### src/rtl/adcsq_pkg.sv
// Purpose: Shared constants for the conversion-sequence control block.
// Assumes: AXI4-Lite register access, 32-bit data, one word per register.
// Notes: Register byte address is four times the register index.
package adcsq_pkg;
  // ----------------------------------------------------------------------
  // Register indices and address width
  // ----------------------------------------------------------------------
  localparam logic [5:0] IDX_SEQ_CTRL = 6'h03;
  localparam logic [5:0] IDX_STATUS = 6'h06;
  localparam logic [5:0] IDX_START = 6'h05;
  localparam logic [5:0] IDX_ENV = 6'h08;
  localparam logic [5:0] IDX_DBG_CTRL = 6'h09;
  localparam logic [5:0] IDX_IRQ_STAT = 6'h0A;
  localparam logic [5:0] IDX_IRQ_MASK = 6'h0B;
  localparam logic [5:0] IDX_RESULT0 = 6'h10;
  localparam int ADDR_W = 8;

  // ----------------------------------------------------------------------
  // Field layout of sequence_control
  // ----------------------------------------------------------------------
  localparam int LEN_LSB = 3;
  localparam int CONSEC_BIT = 2;
  localparam int FRZ_LSB = 0;
  localparam logic [7:0] SEQ_CTRL_RESET = 8'h20;
  localparam logic [7:0] SEQ_CTRL_MASK = 8'h7F;

  // ----------------------------------------------------------------------
  // Freeze codes, sizes and timing
  // ----------------------------------------------------------------------
  localparam logic [1:0] FRZ_CONTINUE = 2'h0;
  localparam logic [1:0] FRZ_FINISH = 2'h2;
  localparam logic [1:0] FRZ_NOW = 2'h3;
  localparam int NUM_RESULTS = 8;
  localparam int RES_W = 10;
  localparam logic [3:0] LEN_FULL = 4'h8;
  localparam logic [7:0] CONV_CYCLES = 8'h0E;
  localparam logic [1:0] RESP_OKAY = 2'h0;
  localparam logic [1:0] RESP_SLVERR = 2'h2;

  // Interrupt status bits: conversion done, sequence done.
  localparam int IRQ_CONV = 0;
  localparam int IRQ_SEQ = 1;

  typedef enum logic [2:0] {
    ADCSQ_IDLE = 3'h1,
    ADCSQ_CONV = 3'h2,
    ADCSQ_HOLD = 3'h4
  } adcsq_state_t;
endpackage : adcsq_pkg

### src/rtl/adcsq_ctrl.sv
// Purpose: Conversion-sequence control with AXI4-Lite registers.
// Assumes: One clock; sample values arrive on sample_data each conversion.
// Notes: Register byte address is four times the register index.
//
// Added by the designer: the AXI4-Lite slave port.
`timescale 1ns/1ps
module adcsq_ctrl (
  input wire logic aclk, // Bus clock, 25 MHz.
  input wire logic aresetn, // Synchronous reset, active low.
  input wire logic [7:0] s_axi_awaddr, // Write address.
  input wire logic s_axi_awvalid, // Write address valid.
  output logic s_axi_awready, // Write address ready.
  input wire logic [31:0] s_axi_wdata, // Write data.
  input wire logic [3:0] s_axi_wstrb, // Write byte strobes.
  input wire logic s_axi_wvalid, // Write data valid.
  output logic s_axi_wready, // Write data ready.
  output logic [1:0] s_axi_bresp, // Write response.
  output logic s_axi_bvalid, // Write response valid.
  input wire logic s_axi_bready, // Write response ready.
  input wire logic [7:0] s_axi_araddr, // Read address.
  input wire logic s_axi_arvalid, // Read address valid.
  output logic s_axi_arready, // Read address ready.
  output logic [31:0] s_axi_rdata, // Read data.
  output logic [1:0] s_axi_rresp, // Read response.
  output logic s_axi_rvalid, // Read data valid.
  input wire logic s_axi_rready, // Read data ready.
  input wire logic freeze_req, // Debug breakpoint, asynchronous pin.
  input wire logic [9:0] sample_data, // Converter output for the current conversion.
  output logic irq // Level interrupt.
);
  // ----------------------------------------------------------------------
  // Registers and state
  // ----------------------------------------------------------------------
  logic [7:0] seq_ctrl_reg;
  logic [1:0] env_reg; // Bit 0 scan, bit 1 sequence-done flag enable.
  logic [1:0] irq_stat_reg;
  logic [1:0] irq_mask_reg;
  logic [2:0] conv_counter_reg;
  logic [3:0] done_in_seq_reg;
  logic [7:0] ccf_reg;
  logic seq_done_reg;
  logic [adcsq_pkg::RES_W-1:0] result_mem [adcsq_pkg::NUM_RESULTS];
  adcsq_pkg::adcsq_state_t state_reg;
  logic frz_meta_reg;
  logic frz_sync_reg;
  logic aw_held_reg;
  logic w_held_reg;
  logic [7:0] awaddr_reg;
  logic [31:0] wdata_reg;
  logic [3:0] wstrb_reg;
  logic bvalid_reg;
  logic [1:0] bresp_reg;
  logic rvalid_reg;
  logic [31:0] rdata_reg;
  logic [1:0] rresp_reg;

  // ----------------------------------------------------------------------
  // Address decode
  // ----------------------------------------------------------------------
  function automatic logic [5:0] word_index(input logic [7:0] byte_addr);
    word_index = byte_addr[7:2];
  endfunction : word_index

  wire aw_have = aw_held_reg || s_axi_awvalid;
  wire w_have = w_held_reg || s_axi_wvalid;
  wire [7:0] wr_addr = aw_held_reg ? awaddr_reg : s_axi_awaddr;
  wire [31:0] wr_data = w_held_reg ? wdata_reg : s_axi_wdata;
  wire [3:0] wr_strb = w_held_reg ? wstrb_reg : s_axi_wstrb;
  wire wr_fire = aw_have && w_have && !bvalid_reg;
  wire [5:0] wr_idx = word_index(wr_addr);
  wire lane0 = wr_strb[0];
  wire wr_seq = wr_fire && lane0 && (wr_idx == adcsq_pkg::IDX_SEQ_CTRL);
  wire wr_start = wr_fire && lane0 && (wr_idx == adcsq_pkg::IDX_START);
  wire wr_env = wr_fire && lane0 && (wr_idx == adcsq_pkg::IDX_ENV);
  wire wr_istat = wr_fire && lane0 && (wr_idx == adcsq_pkg::IDX_IRQ_STAT);
  wire wr_imask = wr_fire && lane0 && (wr_idx == adcsq_pkg::IDX_IRQ_MASK);
  wire wr_ok = (wr_idx == adcsq_pkg::IDX_SEQ_CTRL) || (wr_idx == adcsq_pkg::IDX_START)
               || (wr_idx == adcsq_pkg::IDX_ENV) || (wr_idx == adcsq_pkg::IDX_IRQ_STAT)
               || (wr_idx == adcsq_pkg::IDX_IRQ_MASK)
               || (wr_idx == adcsq_pkg::IDX_STATUS) || (wr_idx == adcsq_pkg::IDX_DBG_CTRL)
               || (wr_idx[5:3] == adcsq_pkg::IDX_RESULT0[5:3]);

  // Handshake: each write channel is accepted while nothing of it is held and no response is pending.
  assign s_axi_awready = !aw_held_reg && !bvalid_reg;
  assign s_axi_wready = !w_held_reg && !bvalid_reg;
  assign s_axi_bvalid = bvalid_reg;
  assign s_axi_bresp = bresp_reg;
  assign s_axi_arready = !rvalid_reg;
  assign s_axi_rvalid = rvalid_reg;
  assign s_axi_rdata = rdata_reg;
  assign s_axi_rresp = rresp_reg;

  // ----------------------------------------------------------------------
  // Sequence decode and control events
  // ----------------------------------------------------------------------
  logic [3:0] seq_len;
  adcsq_len_decode u_len (
    .len_bits(seq_ctrl_reg[adcsq_pkg::LEN_LSB +: 4]),
    .seq_len(seq_len)
  );

  wire consec = seq_ctrl_reg[adcsq_pkg::CONSEC_BIT];
  wire [1:0] freeze_select = seq_ctrl_reg[adcsq_pkg::FRZ_LSB +: 2];
  wire scan_on = env_reg[0];
  wire seq_irq_en = env_reg[1];
  // Any control write aborts; the sequence-start write then begins anew.
  wire abort = wr_seq || wr_env || wr_start;
  // Code 01 is reserved and treated like continue.
  wire frz_now = frz_sync_reg && (freeze_select == adcsq_pkg::FRZ_NOW);
  wire frz_fin = frz_sync_reg && (freeze_select == adcsq_pkg::FRZ_FINISH);
  wire in_conv = (state_reg == adcsq_pkg::ADCSQ_CONV);
  logic conv_done;
  logic seq_active_reg;
  wire conv_start = (state_reg == adcsq_pkg::ADCSQ_IDLE) && !frz_fin && !frz_now
                    && (seq_active_reg);
  wire last_conv = (done_in_seq_reg + 4'h1) == seq_len;
  wire seq_end = conv_done && last_conv;
  wire [2:0] slot = consec ? conv_counter_reg : done_in_seq_reg[2:0];
  wire seq_done_flag = seq_irq_en ? seq_done_reg : 1'b0;

  // Timer holds while an immediate freeze is active, then resumes.
  adcsq_conv_timer u_timer (
    .aclk(aclk),
    .aresetn(aresetn),
    .start(conv_start && !abort),
    .hold(frz_now),
    .abort(abort),
    .done(conv_done)
  );

  // ----------------------------------------------------------------------
  // Freeze synchroniser
  // ----------------------------------------------------------------------
  always_ff @(posedge aclk) begin
    if (!aresetn) begin
      frz_meta_reg <= 1'b0;
      frz_sync_reg <= 1'b0;
    end else begin
      frz_meta_reg <= freeze_req;
      frz_sync_reg <= frz_meta_reg;
    end
  end

  // ----------------------------------------------------------------------
  // Sequence state machine
  // ----------------------------------------------------------------------
  // The counter is kept in consecutive mode and cleared only by control writes.
  always_ff @(posedge aclk) begin
    if (!aresetn) begin
      state_reg <= adcsq_pkg::ADCSQ_IDLE;
      seq_active_reg <= 1'b0;
      done_in_seq_reg <= 4'h0;
      conv_counter_reg <= 3'h0;
      seq_done_reg <= 1'b0;
    end else if (abort) begin
      state_reg <= adcsq_pkg::ADCSQ_IDLE;
      seq_active_reg <= wr_start;
      done_in_seq_reg <= 4'h0;
      conv_counter_reg <= 3'h0;
      seq_done_reg <= wr_start ? 1'b0 : seq_done_reg;
    end else begin
      case (state_reg)
        adcsq_pkg::ADCSQ_IDLE: begin
          if (conv_start) begin
            state_reg <= adcsq_pkg::ADCSQ_CONV;
          end
        end
        adcsq_pkg::ADCSQ_CONV: begin
          if (conv_done) begin
            state_reg <= frz_fin ? adcsq_pkg::ADCSQ_HOLD : adcsq_pkg::ADCSQ_IDLE;
            // Wraps past the last slot by natural overflow.
            conv_counter_reg <= conv_counter_reg + 3'h1;
            done_in_seq_reg <= last_conv ? 4'h0 : done_in_seq_reg + 4'h1;
            if (seq_end) begin
              seq_done_reg <= 1'b1;
              seq_active_reg <= scan_on;
              if (!consec) begin
                conv_counter_reg <= 3'h0;
              end
            end else if (!consec) begin
              conv_counter_reg <= done_in_seq_reg[2:0] + 3'h1;
            end
          end
        end
        adcsq_pkg::ADCSQ_HOLD: begin
          if (!frz_fin) begin
            state_reg <= adcsq_pkg::ADCSQ_IDLE;
          end
        end
        default: state_reg <= adcsq_pkg::ADCSQ_IDLE;
      endcase
    end
  end

  // ----------------------------------------------------------------------
  // Results and complete flags
  // ----------------------------------------------------------------------
  // A start write clears the flags; a result sets its own, start wins.
  always_ff @(posedge aclk) begin
    if (!aresetn) begin
      ccf_reg <= 8'h00;
    end else begin
      ccf_reg <= (wr_start ? 8'h00 : ccf_reg)
                 | ((in_conv && conv_done && !abort) ? (8'h01 << slot) : 8'h00);
    end
  end

  always_ff @(posedge aclk) begin
    if (in_conv && conv_done && !abort) begin
      result_mem[slot] <= sample_data;
    end
  end

  // ----------------------------------------------------------------------
  // Register writes and interrupt
  // ----------------------------------------------------------------------
  wire [1:0] irq_events = {seq_end && in_conv && !abort, conv_done && in_conv && !abort};

  always_ff @(posedge aclk) begin
    if (!aresetn) begin
      seq_ctrl_reg <= adcsq_pkg::SEQ_CTRL_RESET;
      env_reg <= 2'h0;
      irq_stat_reg <= 2'h0;
      irq_mask_reg <= 2'h0;
    end else begin
      if (wr_seq) begin
        seq_ctrl_reg <= wr_data[7:0] & adcsq_pkg::SEQ_CTRL_MASK;
      end
      if (wr_env) begin
        env_reg <= wr_data[1:0];
      end
      if (wr_imask) begin
        irq_mask_reg <= wr_data[1:0];
      end
      // Set wins over write-one-to-clear in the same cycle.
      irq_stat_reg <= (irq_stat_reg & ~(wr_istat ? wr_data[1:0] : 2'h0)) | irq_events;
    end
  end

  assign irq = |(irq_stat_reg & irq_mask_reg);

  // ----------------------------------------------------------------------
  // AXI4-Lite channel state
  // ----------------------------------------------------------------------
  // Address and data may arrive in either order; each is held until paired.
  always_ff @(posedge aclk) begin
    if (!aresetn) begin
      aw_held_reg <= 1'b0;
      w_held_reg <= 1'b0;
      awaddr_reg <= 8'h00;
      wdata_reg <= 32'h00000000;
      wstrb_reg <= 4'h0;
      bvalid_reg <= 1'b0;
      bresp_reg <= adcsq_pkg::RESP_OKAY;
    end else begin
      if (wr_fire) begin
        aw_held_reg <= 1'b0;
        w_held_reg <= 1'b0;
        bvalid_reg <= 1'b1;
        bresp_reg <= wr_ok ? adcsq_pkg::RESP_OKAY : adcsq_pkg::RESP_SLVERR;
      end else begin
        if (s_axi_awvalid && s_axi_awready) begin
          aw_held_reg <= 1'b1;
          awaddr_reg <= s_axi_awaddr;
        end
        if (s_axi_wvalid && s_axi_wready) begin
          w_held_reg <= 1'b1;
          wdata_reg <= s_axi_wdata;
          wstrb_reg <= s_axi_wstrb;
        end
        if (bvalid_reg && s_axi_bready) begin
          bvalid_reg <= 1'b0;
        end
      end
    end
  end

  // Read mux; the status word shows the counter, flags and freeze state.
  wire [5:0] rd_idx = word_index(s_axi_araddr);
  wire [31:0] status_word = {20'h00000, ccf_reg, frz_sync_reg, conv_counter_reg};
  logic [31:0] rd_word;
  logic rd_ok;
  always_comb begin
    rd_ok = 1'b1;
    if (rd_idx == adcsq_pkg::IDX_SEQ_CTRL) begin
      rd_word = {24'h000000, seq_ctrl_reg};
    end else if (rd_idx == adcsq_pkg::IDX_STATUS) begin
      rd_word = status_word;
    end else if (rd_idx == adcsq_pkg::IDX_ENV) begin
      rd_word = {29'h00000000, seq_done_flag, env_reg};
    end else if (rd_idx == adcsq_pkg::IDX_IRQ_STAT) begin
      rd_word = {30'h00000000, irq_stat_reg};
    end else if (rd_idx == adcsq_pkg::IDX_IRQ_MASK) begin
      rd_word = {30'h00000000, irq_mask_reg};
    end else if (rd_idx == adcsq_pkg::IDX_START || rd_idx == adcsq_pkg::IDX_DBG_CTRL) begin
      rd_word = 32'h00000000;
    end else if (rd_idx[5:3] == adcsq_pkg::IDX_RESULT0[5:3]) begin
      rd_word = {22'h000000, result_mem[rd_idx[2:0]]};
    end else begin
      rd_word = 32'h00000000;
      rd_ok = 1'b0;
    end
  end

  always_ff @(posedge aclk) begin
    if (!aresetn) begin
      rvalid_reg <= 1'b0;
      rdata_reg <= 32'h00000000;
      rresp_reg <= adcsq_pkg::RESP_OKAY;
    end else if (s_axi_arvalid && s_axi_arready) begin
      rvalid_reg <= 1'b1;
      rdata_reg <= rd_word;
      rresp_reg <= rd_ok ? adcsq_pkg::RESP_OKAY : adcsq_pkg::RESP_SLVERR;
    end else if (rvalid_reg && s_axi_rready) begin
      rvalid_reg <= 1'b0;
    end
  end
endmodule : adcsq_ctrl

### src/rtl/adcsq_len_decode.sv
// Purpose: Turns the four length bits into a conversion count.
// Assumes: Pure combinational.
// Notes: Count is one to eight.
`timescale 1ns/1ps
module adcsq_len_decode (
  input wire logic [3:0] len_bits, // Length field 8,4,2,1.
  output logic [3:0] seq_len // Conversions per sequence.
);
  // Code zero and any code with the eight bit set give a full sequence.
  assign seq_len = (len_bits[3] || (len_bits == 4'h0)) ? adcsq_pkg::LEN_FULL
                   : len_bits;
endmodule : adcsq_len_decode

### src/rtl/adcsq_conv_timer.sv
// Purpose: Models the duration of one conversion as a cycle count.
// Assumes: Counting pauses while hold is high.
// Notes: Pulses done for one cycle at the end of a conversion.
`timescale 1ns/1ps
module adcsq_conv_timer (
  input wire logic aclk, // Bus clock.
  input wire logic aresetn, // Synchronous reset, active low.
  input wire logic start, // Begin a conversion.
  input wire logic hold, // Suspend counting.
  input wire logic abort, // Drop the conversion.
  output logic done // One-cycle end-of-conversion pulse.
);
  logic [7:0] cnt_reg;
  logic [7:0] cnt_next;
  logic run_reg;
  logic run_next;
  wire last = run_reg && (cnt_reg == adcsq_pkg::CONV_CYCLES);

  // Counter advances only while running and not held.
  always_comb begin
    cnt_next = cnt_reg;
    run_next = run_reg;
    if (abort) begin
      run_next = 1'b0;
      cnt_next = 8'h00;
    end else if (start) begin
      run_next = 1'b1;
      cnt_next = 8'h00;
    end else if (run_reg && !hold) begin
      if (last) begin
        run_next = 1'b0;
      end
      cnt_next = cnt_reg + 8'h01;
    end
  end

  always_ff @(posedge aclk) begin
    if (!aresetn) begin
      cnt_reg <= 8'h00;
      run_reg <= 1'b0;
    end else begin
      cnt_reg <= cnt_next;
      run_reg <= run_next;
    end
  end

  assign done = last && !hold && !abort;
endmodule : adcsq_conv_timer

### config.mk
export PLATFORM = sky130hd
export DESIGN_NAME = adcsq_ctrl
export DESIGN_NICKNAME = d
export VERILOG_FILES = /design/src/rtl/adcsq_pkg.sv /design/src/rtl/adcsq_ctrl.sv /design/src/rtl/adcsq_len_decode.sv /design/src/rtl/adcsq_conv_timer.sv
export SDC_FILE = /design/constraint.sdc
export NUM_CORES = 1
export LEC_CHECK = 0
export BUFFER_PORTS_ARGS = -buffer_cell sky130_fd_sc_hd__clkbuf_2
export CAP_MARGIN = 20
export CORE_UTILIZATION = 57
export CTS_CLUSTER_SIZE = 24
export DETAILED_ROUTE_END_ITERATION = 8
export MAX_ROUTING_LAYER = met4
export PLACE_DENSITY_LB_ADDON = 0.25
export SYNTH_ARGS = -nofsm -noshare
export SYNTH_HDL_FRONTEND = slang
export SYNTH_SLANG_ARGS = --single-unit
### constraint.sdc
create_clock -name aclk -period 2.95 [get_ports aclk]
set_input_delay 0.295 -clock aclk [delete_from_list [all_inputs] [get_ports aclk]]
set_output_delay 0.295 -clock aclk [all_outputs]
set_load 0.1 [all_outputs]
==> results.toml <==
[logic_synthesis]
synth-main-ff-cell = "edfxtp_1"
synth_cell_types = 64
synth_edf_count = 80
synth_cells = 608
synth_area_per_cell_um2 = 11.63
synthesis.area_mm2 = 0.007073
seq_area_frac_synth = 0.5547
synth-seq-cells = 156
yosysWarnings = 0
synth_async_sr_flop_share = 0

[clock_network]
root_buffer = "clkbuf_16"
insertion_delay_ps = 430
cts_setup_buffers = 0
clk_transition_reported_paths_ps = 60
tritoncts = "yes"
clock_path_buffers = 2
htreeDepth = 4
cts_sinks = 156
cts_resized = 0
numCtsBuffers = 17
cts_hold_buf = 0

[flow_run]
cap_violations = 0

[power_and_ir_drop]
swShare = 0.2631
pwr-share-seq = 0.467
p_int_w = 0.003676
ir_drop_mv = 0.5570
pwr-share-comb = 0.110
clockPowerShare = 0.423
p_switching_w = 0.001312
p_leak_nw = 3.022
powerDensity_mw_per_mm2 = 617.2

[global_routing]
grt_pass1_wl_mm = 23.55
overflow = 0
grt_usage = 0.2521
grt_max_degree = 42
grt_pass1_vias = 4703
grt_antenna_before_repair = 0

[routing]
dr_wl_met2_mm = 7.332
wl_met3_um = 685
vias = 4960
drt-total-wl_mm = 14.83
ant_nets = 0
routed.top_layer = "met4"
met1_length_mm = 6.454
wire_per_inst_um = 17.36
drc_errors = 0
drtIter0Drc = 368
drt_pass1_iterations = 5
viasPerCell = 5.808

[die]
rows = 40
start_util = 0.5864
fp.dieArea_mm2 = 0.01286
io_pins = 112
die_y_um = 113.4
coreArea_mm2 = 0.01206
fp.dieW_um = 113.4

[final_layout]
fin_nets = 748
top_register = "result_mem"
fin_area_mm2 = 0.008083
largest_register_ffs = 80
stdcell_count = 854
fillerInstances = 900
n_antenna_cell = 0
drive_gt1_frac = 0.2070
fin_util = 0.6701
area_growth_pct = 14.28

[timing]
tightest_slew_ps = 801.7
timing.fmax_ghz = 0.3744
fin_crit_sh = 0.9053
timing.final.crit_period_ps = 2671
drv_slew = 0
setup_tns_ps = 0
finalHoldViolations = 0
finalSetupViolCount = 0
rsz0062_at_grt = "no"
slew_headroom = 0.4655
fin_skew_ps = 5.564
setup_ws_ps = 279.3

[worst_setup_path]
crit_path_frequent_cell = "buf_4"
cp_data_arrival_time_ps = 2800
max_stage_delay_ps = 520
path_delay_family = "simple AND/OR/NAND/NOR gates"
required_ps = 3080
path_class = "register to register"
path_buf_inv = 2
setup.worst_path.start_class = "register"
worstPathMaxFanout = 13
endpoint_kind = "register"
cpMaxStageDelayCell = "a32oi_1"
path_cells = "buf_4 -> nand2b_1 -> o22ai_1 -> a32oi_1 -> and2_1 -> nand2_1 -> nor2_1 -> buf_4"

[place]
pre_cts_ws_ps = 329.2
placed_area_mm2 = 0.007513
port_buffers = 57
dp.cells = 823
dp_hpwl_mm = 10.23
routabilityCongestion = 0.8884

[status]
outcome = "finished clean"

[min_path]
holdCritPathClass = "input port to register"
==> Yosys cell counts (all sizes together) (13+ instances only) <==
library cell  count  area share
edfxtp           80        0.34
dfxtp            76        0.22
nor2             73       0.039
a21oi            33       0.023
nand2            31       0.016
buf              29       0.028
mux2i            28       0.040
clkbuf           22       0.012
o21ai            20       0.014
mux4             18       0.057
mux2             14       0.022
nand3            14      0.0099
nor3             14      0.0099
a211oi           13       0.014
==> layer usage <==
metal	global-route usage	up-vias
met4	0.1211	0
met2	0.4143	168
met1	0.2961	2384
met3	0.05526	31
met5	-	-
li1	-	2377
==> cells in the final DEF (no fill, tap or decap), types with 5 or more instances in the layout <==
master | Yosys | final
and2_1 | 9 | 9
mux2i_1 | 28 | 28
edfxtp_1 | 80 | 80
buf_4 | 22 | 20
a21oi_1 | 33 | 33
o21ai_0 | 19 | 19
clkbuf_16 | 0 | 17
mux2_2 | 14 | 14
nand3_1 | 14 | 14
nor3b_1 | 6 | 6
a211oi_1 | 13 | 13
conb_1 | 1 | 22
mux4_2 | 18 | 18
clkbuf_2 | 0 | 57
xnor2_1 | 6 | 6
nor2_1 | 73 | 73
a22o_1 | 9 | 9
nand2b_1 | 12 | 12
nand3b_1 | 8 | 8
o22ai_1 | 5 | 5
nor3_1 | 14 | 14
nand2_1 | 31 | 31
a222oi_1 | 7 | 7
xor2_1 | 7 | 7
dfxtp_1 | 76 | 76
inv_1 | 8 | 8
==> layout make-up <==
class | instances | area (um2) | share of cell area
Inverter | 9 | 33.78 | 0.004180
Timing Repair Buffer | 77 | 435.4 | 0.05387
Clock inverter | 14 | 143.9 | 0.01780
Sequential cell | 156 | 3924 | 0.4854
Multi-Input combinational cell | 413 | 2910 | 0.3601
Clock buffer | 17 | 425.4 | 0.05263
Tap cell | 168 | 210.2 | 0.02601
==> worst paths after layout <==
kind                  startpoint  slack (ps)                to  cells past startpoint
setup / recovery     aw_held_reg         280  result_mem[3][9]                      8
hold / removal      s_axi_rready          50      s_axi_rvalid                      2
hold reg to reg   s_axi_rdata[0]         460    s_axi_rdata[0]                      2
setup reg to reg     aw_held_reg         280  result_mem[3][9]                      8
==> power by group through the flow <==
stage / combinational (W) / sequential [W] / clock [W]
2_1_floorplan: 0.000383 / 0.00245 / 0
3_3_place_gp: 0.000535 / 0.00237 / 0
3_5_place_dp: 0.000546 / 0.00238 / 0
4_1_cts: 0.000548 / 0.00233 / 0.00214
5_1_grt: 0.000581 / 0.00233 / 0.00223
6_report: 0.000548 / 0.00233 / 0.00211
==> logic make-up (layout without fill, tap and decap cells) <==
family | count (synthesis) | after routing | share of synthesized area
AOI/OAI and AO/OA | 117 | 117 | 0.1134
xor gates and xnor gates | 14 | 14 | 0.01928
adders and majority gates | 4 | 4 | 0.007076
buffers and inverters | 60 | 117 | 0.04493
DFF | 156 | 156 | 0.5547
muxes | 60 | 60 | 0.1192
other | 1 | 22 | 0.0005302
and+or+nand+nor | 196 | 196 | 0.1408
==> per-stage QoR <==
step,power [W],hold WS (ps)
2_1_floorplan,0.002831,393.9
3_3_place_gp,0.002909,429.7
3_5_place_dp,0.002921,449.7
4_1_cts,0.005020,32.21
5_1_grt,0.005139,53.22
6_report,0.004988,46.23
No activity file was read; power rests on OpenSTA's default activity.
